File: config.mk
export PLATFORM = sky130hd
export DESIGN_NAME = ctt_core
export DESIGN_NICKNAME = d
export VERILOG_FILES = /design/src/inc/ctt_pkg.sv /design/src/rtl/ctt_core.sv
export SDC_FILE = /design/constraint.sdc
export NUM_CORES = 1
export LEC_CHECK = 0
export BUFFER_PORTS_ARGS = -buffer_cell sky130_fd_sc_hd__clkbuf_2
export CAP_MARGIN = 25
export CORE_MARGIN = 2
export CORE_UTILIZATION = 40
export CTS_CLUSTER_DIAMETER = 100
export CTS_CLUSTER_SIZE = 20
export DETAILED_ROUTE_END_ITERATION = 6
export GPL_TIMING_DRIVEN = 0
export PLACE_DENSITY = 0.59
export SLEW_MARGIN = 15
export SYNTH_ARGS = -nofsm -noshare
export SYNTH_HDL_FRONTEND = slang
export SYNTH_SLANG_ARGS = --single-unit
File: constraint.sdc
create_clock -name pclk -period 2.6 [get_ports pclk]
set_input_delay 0.52 -clock pclk [delete_from_list [all_inputs] [get_ports pclk]]
set_output_delay 0.52 -clock pclk [all_outputs]
set_load 0.1 [all_outputs]
File: src/inc/ctt_pkg.sv
// Purpose: constants, register map and types of the CAN timeout and
//          tx add-request block.
// Assumes: APB with 32-bit data; all block inputs are on pclk.
package ctt_pkg;

	localparam int NBUF = 32;
	localparam int AW = 12;

	// Register byte offsets
	localparam logic [AW-1:0] CNTVAL_OFS = 12'h02C;
	localparam logic [AW-1:0] ADD_OFS = 12'h0D0;
	localparam logic [AW-1:0] CTRL_OFS = 12'h100;
	localparam logic [AW-1:0] RELOAD_OFS = 12'h104;
	localparam logic [AW-1:0] TXCFG_OFS = 12'h108;
	localparam logic [AW-1:0] PEND_OFS = 12'h10C;
	localparam logic [AW-1:0] CFIN_OFS = 12'h110;
	localparam logic [AW-1:0] ISTAT_OFS = 12'h114;
	localparam logic [AW-1:0] IMASK_OFS = 12'h118;

	localparam logic [15:0] CNTVAL_RST = 16'hFFFF;
	localparam logic [15:0] RELOAD_RST = 16'hFFFF;

	// Interrupt status and mask bit positions
	localparam int INT_W = 2;
	localparam int INT_TMO = 0;
	localparam int INT_CFIN = 1;

	typedef enum logic [1:0] {
		SEL_CONT = 2'h0,
		SEL_TXEV = 2'h1,
		SEL_RXEV = 2'h2,
		SEL_ANYEV = 2'h3
	} ctt_sel_t;

	typedef enum logic [2:0] {
		TMO_IDLE = 3'h1,
		TMO_RUN = 3'h2,
		TMO_DONE = 3'h4
	} ctt_tmo_t;

	typedef struct packed {
		logic [21:0] rsvd_hi;
		logic no_auto_retransmit_mode;
		logic timeout_enable;
		logic [1:0] rsvd_lo;
		ctt_sel_t timeout_select;
		logic [3:0] timeout_prescaler;
	} ctt_ctrl_t;

	typedef struct packed {
		logic psel;
		logic penable;
		logic pwrite;
		logic [AW-1:0] paddr;
		logic [31:0] pwdata;
	} ctt_apb_req_t;

	typedef struct packed {
		logic [31:0] prdata;
		logic pready;
		logic pslverr;
	} ctt_apb_rsp_t;

	typedef struct packed {
		ctt_tmo_t st;
		logic [15:0] timeout_count;
		logic [3:0] presc;
		ctt_ctrl_t ctrl;
		logic [15:0] reload;
		logic [NBUF-1:0] tx_buffer_config;
		logic [NBUF-1:0] add_request_bits;
		logic [NBUF-1:0] tx_request_pending;
		logic [NBUF-1:0] tx_cancel_finished;
		logic [INT_W-1:0] int_flags;
		logic [INT_W-1:0] int_mask;
		ctt_apb_rsp_t rsp;
		logic irq;
	} ctt_state_t;

	localparam ctt_state_t STATE_RST = '{
		st: TMO_IDLE,
		timeout_count: CNTVAL_RST,
		presc: '0,
		ctrl: '{timeout_select: SEL_CONT, default: '0},
		reload: RELOAD_RST,
		rsp: '0,
		default: '0
	};

endpackage

File: src/rtl/ctt_core.sv
// Purpose: CAN timeout down-counter and tx buffer add-request logic,
//          with an APB register slave and one level interrupt.
// Assumes: bit_tick pulses once per CAN bit time; scan and tx result
//          inputs come from controller logic on pclk.
// Notes: APB answers with one wait state; pslverr on unmapped offsets.
//
// Local design decision: the APB slave port.
module ctt_core (
	// Clock and reset
	input wire logic pclk,
	input wire logic presetn,
	// APB slave
	input ctt_pkg::ctt_apb_req_t apb_req,
	output ctt_pkg::ctt_apb_rsp_t apb_rsp,
	// Bit timing and timeout start events
	input wire logic bit_tick,
	input wire logic tx_event,
	input wire logic rx_event,
	// Tx scan and transmission results
	input wire logic tx_scan_busy,
	input wire logic tx_scan_done,
	input wire logic [31:0] tx_success,
	input wire logic [31:0] tx_fail,
	// Buffer state towards the scan engine
	output logic [31:0] tx_request_pending,
	output logic [31:0] tx_cancel_finished,
	// Interrupt
	output logic irq
);
	import ctt_pkg::*;

	ctt_state_t s_q;
	ctt_state_t s_d;

	logic acc;
	logic wr;
	logic rd;
	logic cntval_wr;
	logic add_wr;
	logic start_evt;
	logic too_set;
	logic xfer;
	logic [NBUF-1:0] new_add;
	logic [NBUF-1:0] moved;
	logic [NBUF-1:0] cfin_set;
	logic [INT_W-1:0] int_clr;
	logic [31:0] rdata;

	function automatic logic hit(input logic [AW-1:0] a,
		input logic [AW-1:0] ofs);
		return a == ofs;
	endfunction

	function automatic logic mapped(input logic [AW-1:0] a);
		return hit(a, CNTVAL_OFS) | hit(a, ADD_OFS) | hit(a, CTRL_OFS) |
			hit(a, RELOAD_OFS) | hit(a, TXCFG_OFS) | hit(a, PEND_OFS) |
			hit(a, CFIN_OFS) | hit(a, ISTAT_OFS) | hit(a, IMASK_OFS);
	endfunction

	// Bus access completes on the edge where pready is seen high
	assign acc = apb_req.psel & apb_req.penable & s_q.rsp.pready;
	assign wr = acc & apb_req.pwrite;
	assign rd = acc & ~apb_req.pwrite;
	assign cntval_wr = wr & hit(apb_req.paddr, CNTVAL_OFS);
	assign add_wr = wr & hit(apb_req.paddr, ADD_OFS);

	always_comb begin
		unique case (s_q.ctrl.timeout_select)
			SEL_CONT: start_evt = 1'b0;
			SEL_TXEV: start_evt = tx_event;
			SEL_RXEV: start_evt = rx_event;
			SEL_ANYEV: start_evt = tx_event | rx_event;
		endcase
	end

	// Add requests go to pending only while no scan runs or as one ends
	assign xfer = ~tx_scan_busy | tx_scan_done;
	assign moved = xfer ? s_q.add_request_bits : '0;
	assign new_add = add_wr ? (apb_req.pwdata & s_q.tx_buffer_config &
		~s_q.tx_request_pending) : '0;
	assign cfin_set = s_q.ctrl.no_auto_retransmit_mode ?
		(tx_fail & s_q.tx_request_pending) : '0;
	// Clear only flags that the completed read returned
	assign int_clr = (rd && hit(apb_req.paddr, ISTAT_OFS)) ?
		s_q.rsp.prdata[INT_W-1:0] : '0;

	always_comb begin
		rdata = '0;
		case (apb_req.paddr)
			CNTVAL_OFS: rdata[15:0] = s_q.timeout_count;
			ADD_OFS: rdata = s_q.add_request_bits;
			CTRL_OFS: rdata = s_q.ctrl;
			RELOAD_OFS: rdata[15:0] = s_q.reload;
			TXCFG_OFS: rdata = s_q.tx_buffer_config;
			PEND_OFS: rdata = s_q.tx_request_pending;
			CFIN_OFS: rdata = s_q.tx_cancel_finished;
			ISTAT_OFS: rdata[INT_W-1:0] = s_q.int_flags;
			IMASK_OFS: rdata[INT_W-1:0] = s_q.int_mask;
			default: rdata = '0;
		endcase
	end

	always_comb begin
		s_d = s_q;
		too_set = 1'b0;

		// Timeout counter
		unique case (s_q.st)
			TMO_IDLE: begin
				if (s_q.ctrl.timeout_select == SEL_CONT || start_evt) begin
					s_d.st = TMO_RUN;
					s_d.timeout_count = s_q.reload;
					s_d.presc = '0;
				end
			end
			TMO_RUN: begin
				if (start_evt) begin
					s_d.timeout_count = s_q.reload;
					s_d.presc = '0;
				end else if (s_q.timeout_count == '0) begin
					s_d.st = TMO_DONE;
					too_set = 1'b1;
				end else if (bit_tick) begin
					if (s_q.presc == s_q.ctrl.timeout_prescaler) begin
						s_d.presc = '0;
						s_d.timeout_count = 16'(s_q.timeout_count - 16'h1);
						if (s_d.timeout_count == '0) begin
							s_d.st = TMO_DONE;
							too_set = 1'b1;
						end
					end else begin
						s_d.presc = 4'(s_q.presc + 4'h1);
					end
				end
			end
			TMO_DONE: begin
				if (start_evt) begin
					s_d.st = TMO_RUN;
					s_d.timeout_count = s_q.reload;
					s_d.presc = '0;
				end
			end
			default: s_d.st = TMO_IDLE;
		endcase
		if (cntval_wr) begin
			s_d.timeout_count = s_q.reload;
			s_d.presc = '0;
			too_set = 1'b0;
			if (s_q.ctrl.timeout_select == SEL_CONT) begin
				s_d.st = TMO_RUN;
			end else if (s_q.st == TMO_DONE) begin
				s_d.st = TMO_IDLE;
			end else begin
				// A reload racing expiry keeps the counter running
				s_d.st = s_q.st;
			end
		end
		if (!s_q.ctrl.timeout_enable) begin
			s_d.st = TMO_IDLE;
			too_set = 1'b0;
		end

		// Add requests, pending and cancellation
		s_d.add_request_bits = (xfer ? '0 : s_q.add_request_bits) |
			new_add;
		s_d.tx_request_pending = (s_q.tx_request_pending & ~tx_success &
			~cfin_set) | moved;
		s_d.tx_cancel_finished = (s_q.tx_cancel_finished & ~moved) |
			cfin_set;

		// Interrupt flags: a set in the clearing cycle wins
		s_d.int_flags = s_q.int_flags & ~int_clr;
		s_d.int_flags[INT_TMO] = s_d.int_flags[INT_TMO] | too_set;
		s_d.int_flags[INT_CFIN] = s_d.int_flags[INT_CFIN] | (|cfin_set);

		// Software-written registers
		if (wr) begin
			if (hit(apb_req.paddr, CTRL_OFS)) begin
				s_d.ctrl = apb_req.pwdata;
				s_d.ctrl.rsvd_hi = '0;
				s_d.ctrl.rsvd_lo = '0;
			end
			if (hit(apb_req.paddr, RELOAD_OFS)) begin
				s_d.reload = apb_req.pwdata[15:0];
			end
			if (hit(apb_req.paddr, TXCFG_OFS)) begin
				s_d.tx_buffer_config = apb_req.pwdata;
			end
			if (hit(apb_req.paddr, IMASK_OFS)) begin
				s_d.int_mask = apb_req.pwdata[INT_W-1:0];
			end
		end
		s_d.irq = |(s_d.int_flags & s_d.int_mask);

		// APB answer one cycle into the access phase
		s_d.rsp.pready = apb_req.psel & apb_req.penable & ~s_q.rsp.pready;
		s_d.rsp.prdata = (s_d.rsp.pready && !apb_req.pwrite) ? rdata : '0;
		s_d.rsp.pslverr = s_d.rsp.pready & ~mapped(apb_req.paddr);
	end

	always_ff @(posedge pclk or negedge presetn) begin
		if (!presetn) begin
			s_q <= STATE_RST;
		end else begin
			s_q <= s_d;
		end
	end

	assign apb_rsp = s_q.rsp;
	assign tx_request_pending = s_q.tx_request_pending;
	assign tx_cancel_finished = s_q.tx_cancel_finished;
	assign irq = s_q.irq;
endmodule

# Word-level counts from Yosys, hierarchy flattened
# Index checks and enable logic that the tools add are counted.
[classes]
addsub = 2
eq_ne = 28
mux = 36
bitwise = 40
n_reduce_logical = 16
[ops]
columns = ["operator", "count"]
rows = [
  ["$and 32x32->32", 6],
  ["$mux 32", 5],
  ["$not 32->32", 4],
  ["$pmux 14 s7", 1],
  ["$or 32x32->32", 3],
  ["$mux 23", 4],
  ["$eq 12x9->1 const B", 7],
  ["$pmux 16 s4", 1],
  ["$pmux 20 s3", 1],
  ["$mux 20", 2],
  ["$logic_not 16->1", 2],
  ["$reduce_or 32->1", 1],
  ["$ne 4x4->1 const B", 6],
  ["$mux 19", 1],
  ["$mux 3", 6],
  ["$pmux 2 s9", 1],
  ["$sub 16x1->16 const B", 1],
  ["$ne 5x5->1 const B", 3],
  ["$eq 12x6->1 const B", 1],
  ["$eq 12x8->1 const B", 1],
  ["$or 1x1->1", 12],
  ["$pmux 3 s3", 1],
  ["$and 1x1->1", 8],
  ["$mux 1", 8],
  ["25 further kinds", 36],
]
[totals]
regBits = 214
in_bits = 118
out_inout_bits = 99
elab_cells = 140

# Depth between registers and ports, before layout
# Gate-level depths: netlist (run 1).
[depth]
word_depth = 13
ltp_mapped = 10
mapped_depth_nobuf = 9

# Least setup slack after synthesis (run 1)
# No wires, ideal clock.
[synth_timing]
path_type = "input port to flip-flop"
startpoint = "input apb_req[37] (netlist name)"
endpoint = "register s_q[136] (netlist name)"
setup_time_ns = 0.125
t_arrival_ns = 2.167
setup_slack_ns = 0.308
cell_stages = 7
path_cell_list = "nor4_1 > nand3_1 > nor2_1 > and3_1 > clkbuf_1 > buf_2 > mux2_2"
[synth_between]
elab_chain_len = 2
[synth_rtl]
columns = ["element", "line", "source"]
rows = [
  ["start, declared", "ctt_core.sv:13", "input ctt_pkg::ctt_apb_req_t apb_req,"],
  ["$eq 12x9->1", "ctt_core.sv:51", "return a == ofs;"],
  ["$reduce_and 2->1 (no source line)", "-", ""],
  ["end signal, assigned", "ctt_core.sv:203", "s_q <= STATE_RST;"],
  ["end signal, assigned", "ctt_core.sv:205", "s_q <= s_d;"],
  ["end, declared", "ctt_core.sv:32", "ctt_state_t s_q;"],
]
# Every way passes these cells.
# A chain may end at the register's enable or synchronous reset.

# Worst setup path in the final report (run 1)
[layout_timing]
startpoint = "register s_q[228] (netlist name)"
endpoint = "register s_q[236] (netlist name)"
[layout_between]
elab_chain_len = 6
word_cells_on_any_way = 12
[layout_rtl]
columns = ["element"]
rows = [
  ["parallel branches: the longest is 6 deep, another holds $sub 16x1->16"],
]
# Several ways; the timed one is not identified. The select of a mux whose other input is x is not followed.

==> results of run 1 <==
-- Yosys cell counts (all sizes together), types with 3 or more instances --
master,number
nor4,9
o31ai,35
mux2i,4
xor2,6
nand2,190
clkbuf,39
buf,119
a32o,33
mux2,58
xnor2,3
nand3,15
inv,7
nor3,11
nor2,28
nor4b,3
a21oi,48
a22o,11
ha,3
a222oi,19
and3,6
a22oi,66
or2,4
nor2b,3
dfrtp,181
dfstp,33
nand3b,33
o21ai,27
a31oi,8
a221oi,3
nand4,7
nor3b,6
and2,9
nand2b,5
o211ai,3
-- routing by layer --
layer	vias up	part of all wire	track usage
li1	4290	-	-
met1	4680	0.43	0.348
met2	457	0.46	0.404
met3	65	0.078	0.0343
met4	0	0.030	0.0725
met5	-	0	0
-- sequential cells by signal (all words and copies together) (netlist names) --
register	flops
apb_rsp	34
irq	1
s_q	115
tx_cancel_finished	32
tx_request_pending	32
-- stage by stage --
step,utilization,setup TNS (ns),hold slack [ns],area (um^2)
after floorplan,-,0,0.224,10900
after global placement,0.463,-723.03,0.485,12500
after detailed placement,0.466,-60.63,0.494,12500
after CTS,0.483,0,0.0520,13000
after global routing,0.484,0,0.0674,13000
final,0.484,0,0.0321,13000
-- what timing repair did --
item	in CTS	in global routing
endpoints found under the setup margin	63	84
pin swaps	2	1
gates resized for setup	9	7
buffers inserted	2	2
-- cells in the final DEF (no fill, tap or decap), drive strengths merged, types with 4 or more instances in the layout --
| master | instances |
|---|---|
| a32o | 33 |
| a22o | 11 |
| o21ai | 27 |
| inv | 7 |
| dfstp | 33 |
| nand2 | 190 |
| nand4 | 7 |
| a222oi | 19 |
| a22oi | 66 |
| clkbuf | 276 |
| o31ai | 35 |
| buf | 124 |
| nand3b | 33 |
| nor4 | 9 |
| a21oi | 48 |
| a31oi | 8 |
| and3 | 6 |
| dfrtp | 181 |
| nor3b | 6 |
| xor2 | 6 |
| mux2i | 4 |
| and2 | 9 |
| nor3 | 11 |
| mux2 | 58 |
| nand3 | 15 |
| nand2b | 5 |
| or2 | 4 |
| nor2 | 28 |
-- worst paths after layout --
check                           cells past startpoint          start                     end
worst max-delay path                                7       s_q[228]                s_q[236]
worst min-delay path                                1        presetn  tx_request_pending[27]
worst max register to register                      7       s_q[228]                s_q[236]
worst min register to register                      2       s_q[121]                s_q[121]
max in group asynchronous                           2        presetn                s_q[222]
min in group pclk                                   3  tx_success[0]   tx_request_pending[0]
-- cell families after synthesis --
group | Yosys count | synth area share
muxes | 62 | 0.0633
buffers and inverters | 165 | 0.0937
and+or+nand+nor | 337 | 0.150
AOI/OAI and AO/OA | 276 | 0.190
adders and majority gates | 3 | 0.00343
xor gates and xnor gates | 9 | 0.00720
DFF | 214 | 0.493
-- power groups by stage --
stage	Clock (mW)	Sequential (mW)	Combinational, mW
2_1_floorplan	0	3.40	0.0549
3_3_place_gp	0	3.40	0.288
3_5_place_dp	0	3.40	0.299
4_1_cts	2.33	3.33	0.301
5_1_grt	2.44	3.33	0.326
6_report	2.28	3.33	0.300
-- final cells by class --
type | instances | share of cell area
Sequential cell | 214 | 0.415
Multi-Input combinational cell | 687 | 0.351
Timing Repair Buffer | 223 | 0.0907
Buffer | 154 | 0.0761
Tap cell | 341 | 0.0328
Clock buffer | 23 | 0.0312
Inverter | 7 | 0.00202
Clock inverter | 1 | 0.000674
==> metrics.cfg, run 1 <==
[outcome]
status = completed

[die]
die_area_mm2 = 0.0287
initial_core_util = 0.407
dieWidth_um = 169
die_height_um = 169
io_pins = 217
rows = 60
core_region_area_mm2 = 0.0269

[placed_design]
dp_hpwl_mm = 27.5
pre_cts_slack_ns = -0.786
port_buffers = 216
placed_cells = 1625
gp_congestion = 0.869

[pwr]
switching_share = 0.236
power_mw = 5.91
powerDensity_mw_per_mm2 = 454
power.internal_mw = 4.51
p_leak_nw = 6.16
switching_power_mw = 1.40
irDropWorstVdd_v = 0.000285
p_comb_frac = 0.051
p_seq_frac = 0.564
p_clk_frac = 0.385

[worst_setup_path]
timing.reg2reg.setup_slack_ns = 0.15
required_ns = 2.95
startpoint_type = register
crit_path_end_kind = register
crit_family = simple AND/OR/NAND/NOR gates
crit_path_max_incr_delay_ns = 0.66
critical_path_buf_inv_count = 0
path_max_fanout = 10
arrival_ns = 2.80
crit_type = register to register
crit_chain = or4b_2, o31ai_1, a32o_1, nand4_1, o31ai_4, or2_2, o221ai_1
slowest_stage = dfstp_2

[global_routing]
track_usage = 0.248
antenna_found_initial = 0
grt_pass1_wl_mm = 54.8
first_global_vias = 9083
grt_max_degree = 76
overflow = 0

[routing]
dr.pass1.iters = 5
drt_wl_total_mm = 36.3
vias = 9492
drcViolationCount = 0
ant_nets = 0
drt-initial-drc-count = 1139
viasPerCell = 5.75
wl_per_cell_um = 22.0

[synthesis]
netlist_area_mm2 = 0.0109
ys_types = 69
ys_warn_count = 0
synthCells = 1066
synth-async-reset-ratio = 1.00
synth_top_flop_cell = dfrtp_1
synth_top_cell_by_area = dfrtp_1
synth_top_area_frac = 0.414
syn_nets = 1187
synth_seq_area_share = 0.493
yosys_register_bits = 214
synthTopCellsByArea = dfrtp_1 41%, dfstp_2 7.9%, buf_4 6.9%
synth_edf_count = 0
syn_area_per_cell_um2 = 10.3

[sta]
fin_skew_ns = 0.0133
maxClockFrequency_ghz = 0.408
drv_slew = 0
hold_violations = 0
setup_violations = 0
maxSlewHeadroom = 0.428
min_period_ns = 2.45
fin_crit_sh = 0.943
worstMarginPinSlew_ns = 0.859
setup_slack_ns = 0.148
rsz0062_at_grt = false

[clock_tree]
numCtsBuffers = 14
cts_max_path_buffers = 3
clock-root-buffer = clkbuf_16
clkSlewWorstSetupHoldPaths_ns = 0.09
clk_latency_ns = 0.49
clock_sinks = 214
cts_tree = done
ctsHoldBuffers = 0
h-tree-depth = 1

[job]
maxCapViolCount = 0

[final_layout]
nets = 1422
syn_to_final_growth_pct = 18.8
multi_input_area_mm2 = 0.00457
fillers = 2585
drive_above_1_share = 0.360
finalNonFillerCells = 1650
num_antenna_cells = 0
register_area_mm2 = 0.00540

[hold_path]
hold_path.class = input pin to asynchronous set/reset pin

Note: power is estimated with default switching activity, not from simulation.
==> run 2, diff against run 1 <==
Settings changed: ABC_AREA from default to 1, CORE_UTILIZATION 40 to 56, PLACE_DENSITY 0.59 to 0.79.
==> run 2 against run 1 <==
Net effect:
- clock power down 2%
- non-clock buffer count decreased by 7
- first-iteration DRC count hardly changed
- area after synthesis rose by 2.7%
- cell count is 14% higher
- power decreased by 0.88%
- sequential share of layout area is 0.52 points lower
- synthesized cell count increased by 29%
- critical path depth up 8
==> metrics.cfg, run 2 <==
[routing]
ant_nets = 0  ; unchanged
viasPerCell = 5.68  ; -1.3%
drcViolationCount = 0  ; unchanged
vias = 10700  ; +13%
drt-initial-drc-count = 1140  ; +0.088%
dr.pass1.iters = 6  ; +1
wl_per_cell_um = 19.0  ; -13%
drt_wl_total_mm = 35.9  ; -0.97%

[placed_design]
placed_cell_area_mm2 = 0.0127  ; +1.6%
port_buffers = 216  ; unchanged
pre_cts_slack_ns = 0.0527  ; +0.839 ns
dp_hpwl_mm = 26.4  ; -3.9%
gp_congestion = 0.947  ; +9.0%

[global_routing]
grt_max_degree = 102  ; +34%
overflow = 0  ; unchanged
first_global_vias = 10100  ; +12%
track_usage = 0.335  ; +0.0861
grt_pass1_wl_mm = 55.5  ; +1.2%
antenna_found_initial = 0  ; unchanged

[synthesis]
yosys_register_bits = 214  ; unchanged
yosysMostFrequentCell = nand2_1
synth_top_cell_by_area = dfrtp_1
synth-async-reset-ratio = 1.00  ; unchanged
synth_edf_count = 0  ; unchanged
synth_seq_area_share = 0.480  ; -0.0127
syn_area_per_cell_um2 = 8.17  ; -20%
syn_nets = 1497  ; +26%
synthTopCellsByArea = dfrtp_1 40%, nand2_1 10%, dfstp_2 7.7%
synthCells = 1376  ; +29%
synth_common_cells = 301 x nand2_1, 181 x dfrtp_1, 156 x inv_1
synth_top_area_frac = 0.403  ; -0.0107
synth_top_flop_cell = dfrtp_1
netlist_area_mm2 = 0.0112  ; +2.7%
ys_types = 43  ; -38%
ys_warn_count = 0  ; unchanged

[sta]
worstMarginPinSlew_ns = 0.793  ; -0.0657 ns
drv_slew = 0  ; unchanged
rsz0062_at_grt = false
timing.hold.ws_ns = 0.208  ; +0.176 ns
setup_slack_ns = 0.199  ; +0.0516 ns
maxSlewHeadroom = 0.471  ; +0.0438
min_period_ns = 2.40  ; -0.0516 ns
maxClockFrequency_ghz = 0.417  ; +2.1%
setup_violations = 0  ; unchanged
hold_violations = 0  ; unchanged
fin_crit_sh = 0.923  ; -0.0198
fin_skew_ns = 0.0183  ; +0.00494 ns

[die]
die_height_um = 146  ; -14%
initial_core_util = 0.574  ; +0.166
io_pins = 217  ; unchanged
core_region_area_mm2 = 0.0196  ; -27%
rows = 51  ; -15%
dieWidth_um = 146  ; -14%
die_area_mm2 = 0.0212  ; -26%

[final_layout]
nets = 1735  ; +22%
syn_to_final_growth_pct = 17.2
regMostFlops = s_q
drive_above_1_share = 0.279  ; -0.0811
stdcell_area_mm2 = 0.0132  ; +1.3%
multi_input_area_mm2 = 0.00426  ; -6.9%
fin_util = 0.672  ; +0.188
num_antenna_cells = 0  ; unchanged
layout_commonest_cell = nand2_1
largest_register_ff_count = 115  ; unchanged
fillers = 1629  ; -37%
most-common-layout-cells = 301 x nand2_1, 217 x clkbuf_2, 181 x dfrtp_1
register_area_mm2 = 0.00540  ; unchanged

[pwr]
switching_power_mw = 1.35  ; -3.3%
p_seq_frac = 0.569  ; +0.005
powerDensity_mw_per_mm2 = 445  ; -2.1%
p_leak_nw = 6.62  ; +7.5%
switching_share = 0.231  ; -0.00573
power.internal_mw = 4.50  ; -0.14%
power_mw = 5.86  ; -0.88%
p_comb_frac = 0.049  ; -0.002
p_clk_frac = 0.382  ; -0.003
irDropWorstVdd_v = 0.000409  ; +43%

[clock_tree]
clock-root-buffer = clkbuf_16
numCtsBuffers = 14  ; unchanged
cts_tree = done
h-tree-depth = 1  ; unchanged
clock_sinks = 214  ; unchanged
cts_max_path_buffers = 3  ; unchanged
clk_latency_ns = 0.49  ; about the same
clkSlewWorstSetupHoldPaths_ns = 0.09  ; about the same

[worst_setup_path]
crit_path_end_kind = register
crit_type = register to register
startpoint_type = register
required_ns = 3.02  ; +0.07 ns
arrival_ns = 2.82  ; +0.02 ns
path_max_fanout = 5  ; -5

[job]
maxCapViolCount = 0  ; unchanged

[outcome]
status = completed

[hold_path]
hold_path.class = input pin to register

run 2: cells by family after synthesis:
group / Yosys count / synth area share
adder cells (fa/ha/maj): 3 / 0.00334
buffers and inverters: 310 / 0.141
XOR/XNOR: 5 / 0.00390
AO/OA/AOI/OAI: 281 / 0.151
AND/OR/NAND/NOR: 562 / 0.220
multiplexers: 1 / 0.000891
flip-flops: 214 / 0.480
run 2: worst max-delay path, cell delays in order (launching register included):
cell and delay, ns:
dfstp_2 0.61, clkinvlp_4 0.14, ha_2 0.24, inv_2 0.06, nor2_2 0.04, nor2_1 0.14, nand3_1 0.09, nor2_1 0.11
nand3_1 0.14, nor2_1 0.12, nand3_1 0.18, nand2_1 0.14, nand2_1 0.10, nand2_1 0.10, nand2_1 0.05, nand2_1 0.09
run 2: per-layer routing:
metal  track usage  part of all wire  vias to the layer above
met2         0.531              0.46                      674
met1         0.472              0.41                     5035
met4         0.124             0.037                        0
li1              -                 -                     4913
met5             0                 0                        -
met3        0.0498             0.092                       87
run 2: cell type report:
cell class | instances | share of cell area
buffer | 148 | 0.0744
clock inverter | 1 | 0.000665
timing repair buffer | 222 | 0.0894
clock buffer | 23 | 0.0308
inverter | 162 | 0.0465
tap | 265 | 0.0252
multi-input combinational | 852 | 0.323
sequential | 214 | 0.410
run 2: path summary, 6_finish.rpt:
kind,startpoint,cells after the start,slack (ns),to
worst max-delay path,s_q[219],15,0.20,irq
worst min-delay path,tx_success[8],2,0.21,tx_request_pending[8]
worst max register to register,s_q[219],15,0.20,irq
worst min register to register,s_q[220],2,0.48,s_q[220]
max in group asynchronous,presetn,3,1.39,s_q[181]
min in group asynchronous,presetn,2,0.44,apb_rsp[20]
run 2: power by group through the flow:
stage | clock network (mW) | registers (mW) | logic [mW]
floorplan | 0 | 3.40 | 0.0661
global placement | 0 | 3.40 | 0.270
detailed placement | 0 | 3.40 | 0.282
CTS | 2.24 | 3.33 | 0.285
global route | 2.37 | 3.33 | 0.311
finish | 2.24 | 3.33 | 0.284
run 2: per-stage QoR:
stage | std cells | TNS [ns]
5_1_grt | 1887 | 0
2_1_floorplan | 1376 | 0
4_1_cts | 1884 | 0
6_report | 1887 | 0
3_3_place_gp | 1857 | -612.38
3_5_place_dp | 1859 | 0
run 2: what timing repair did:
item | in CTS | in global routing
hold buffers | 1 | 0
setup buffers | 0 | 3
gates resized for setup | 0 | 7
hold endpoints to repair | 15 | 0
endpoints found under the setup margin | 0 | 5
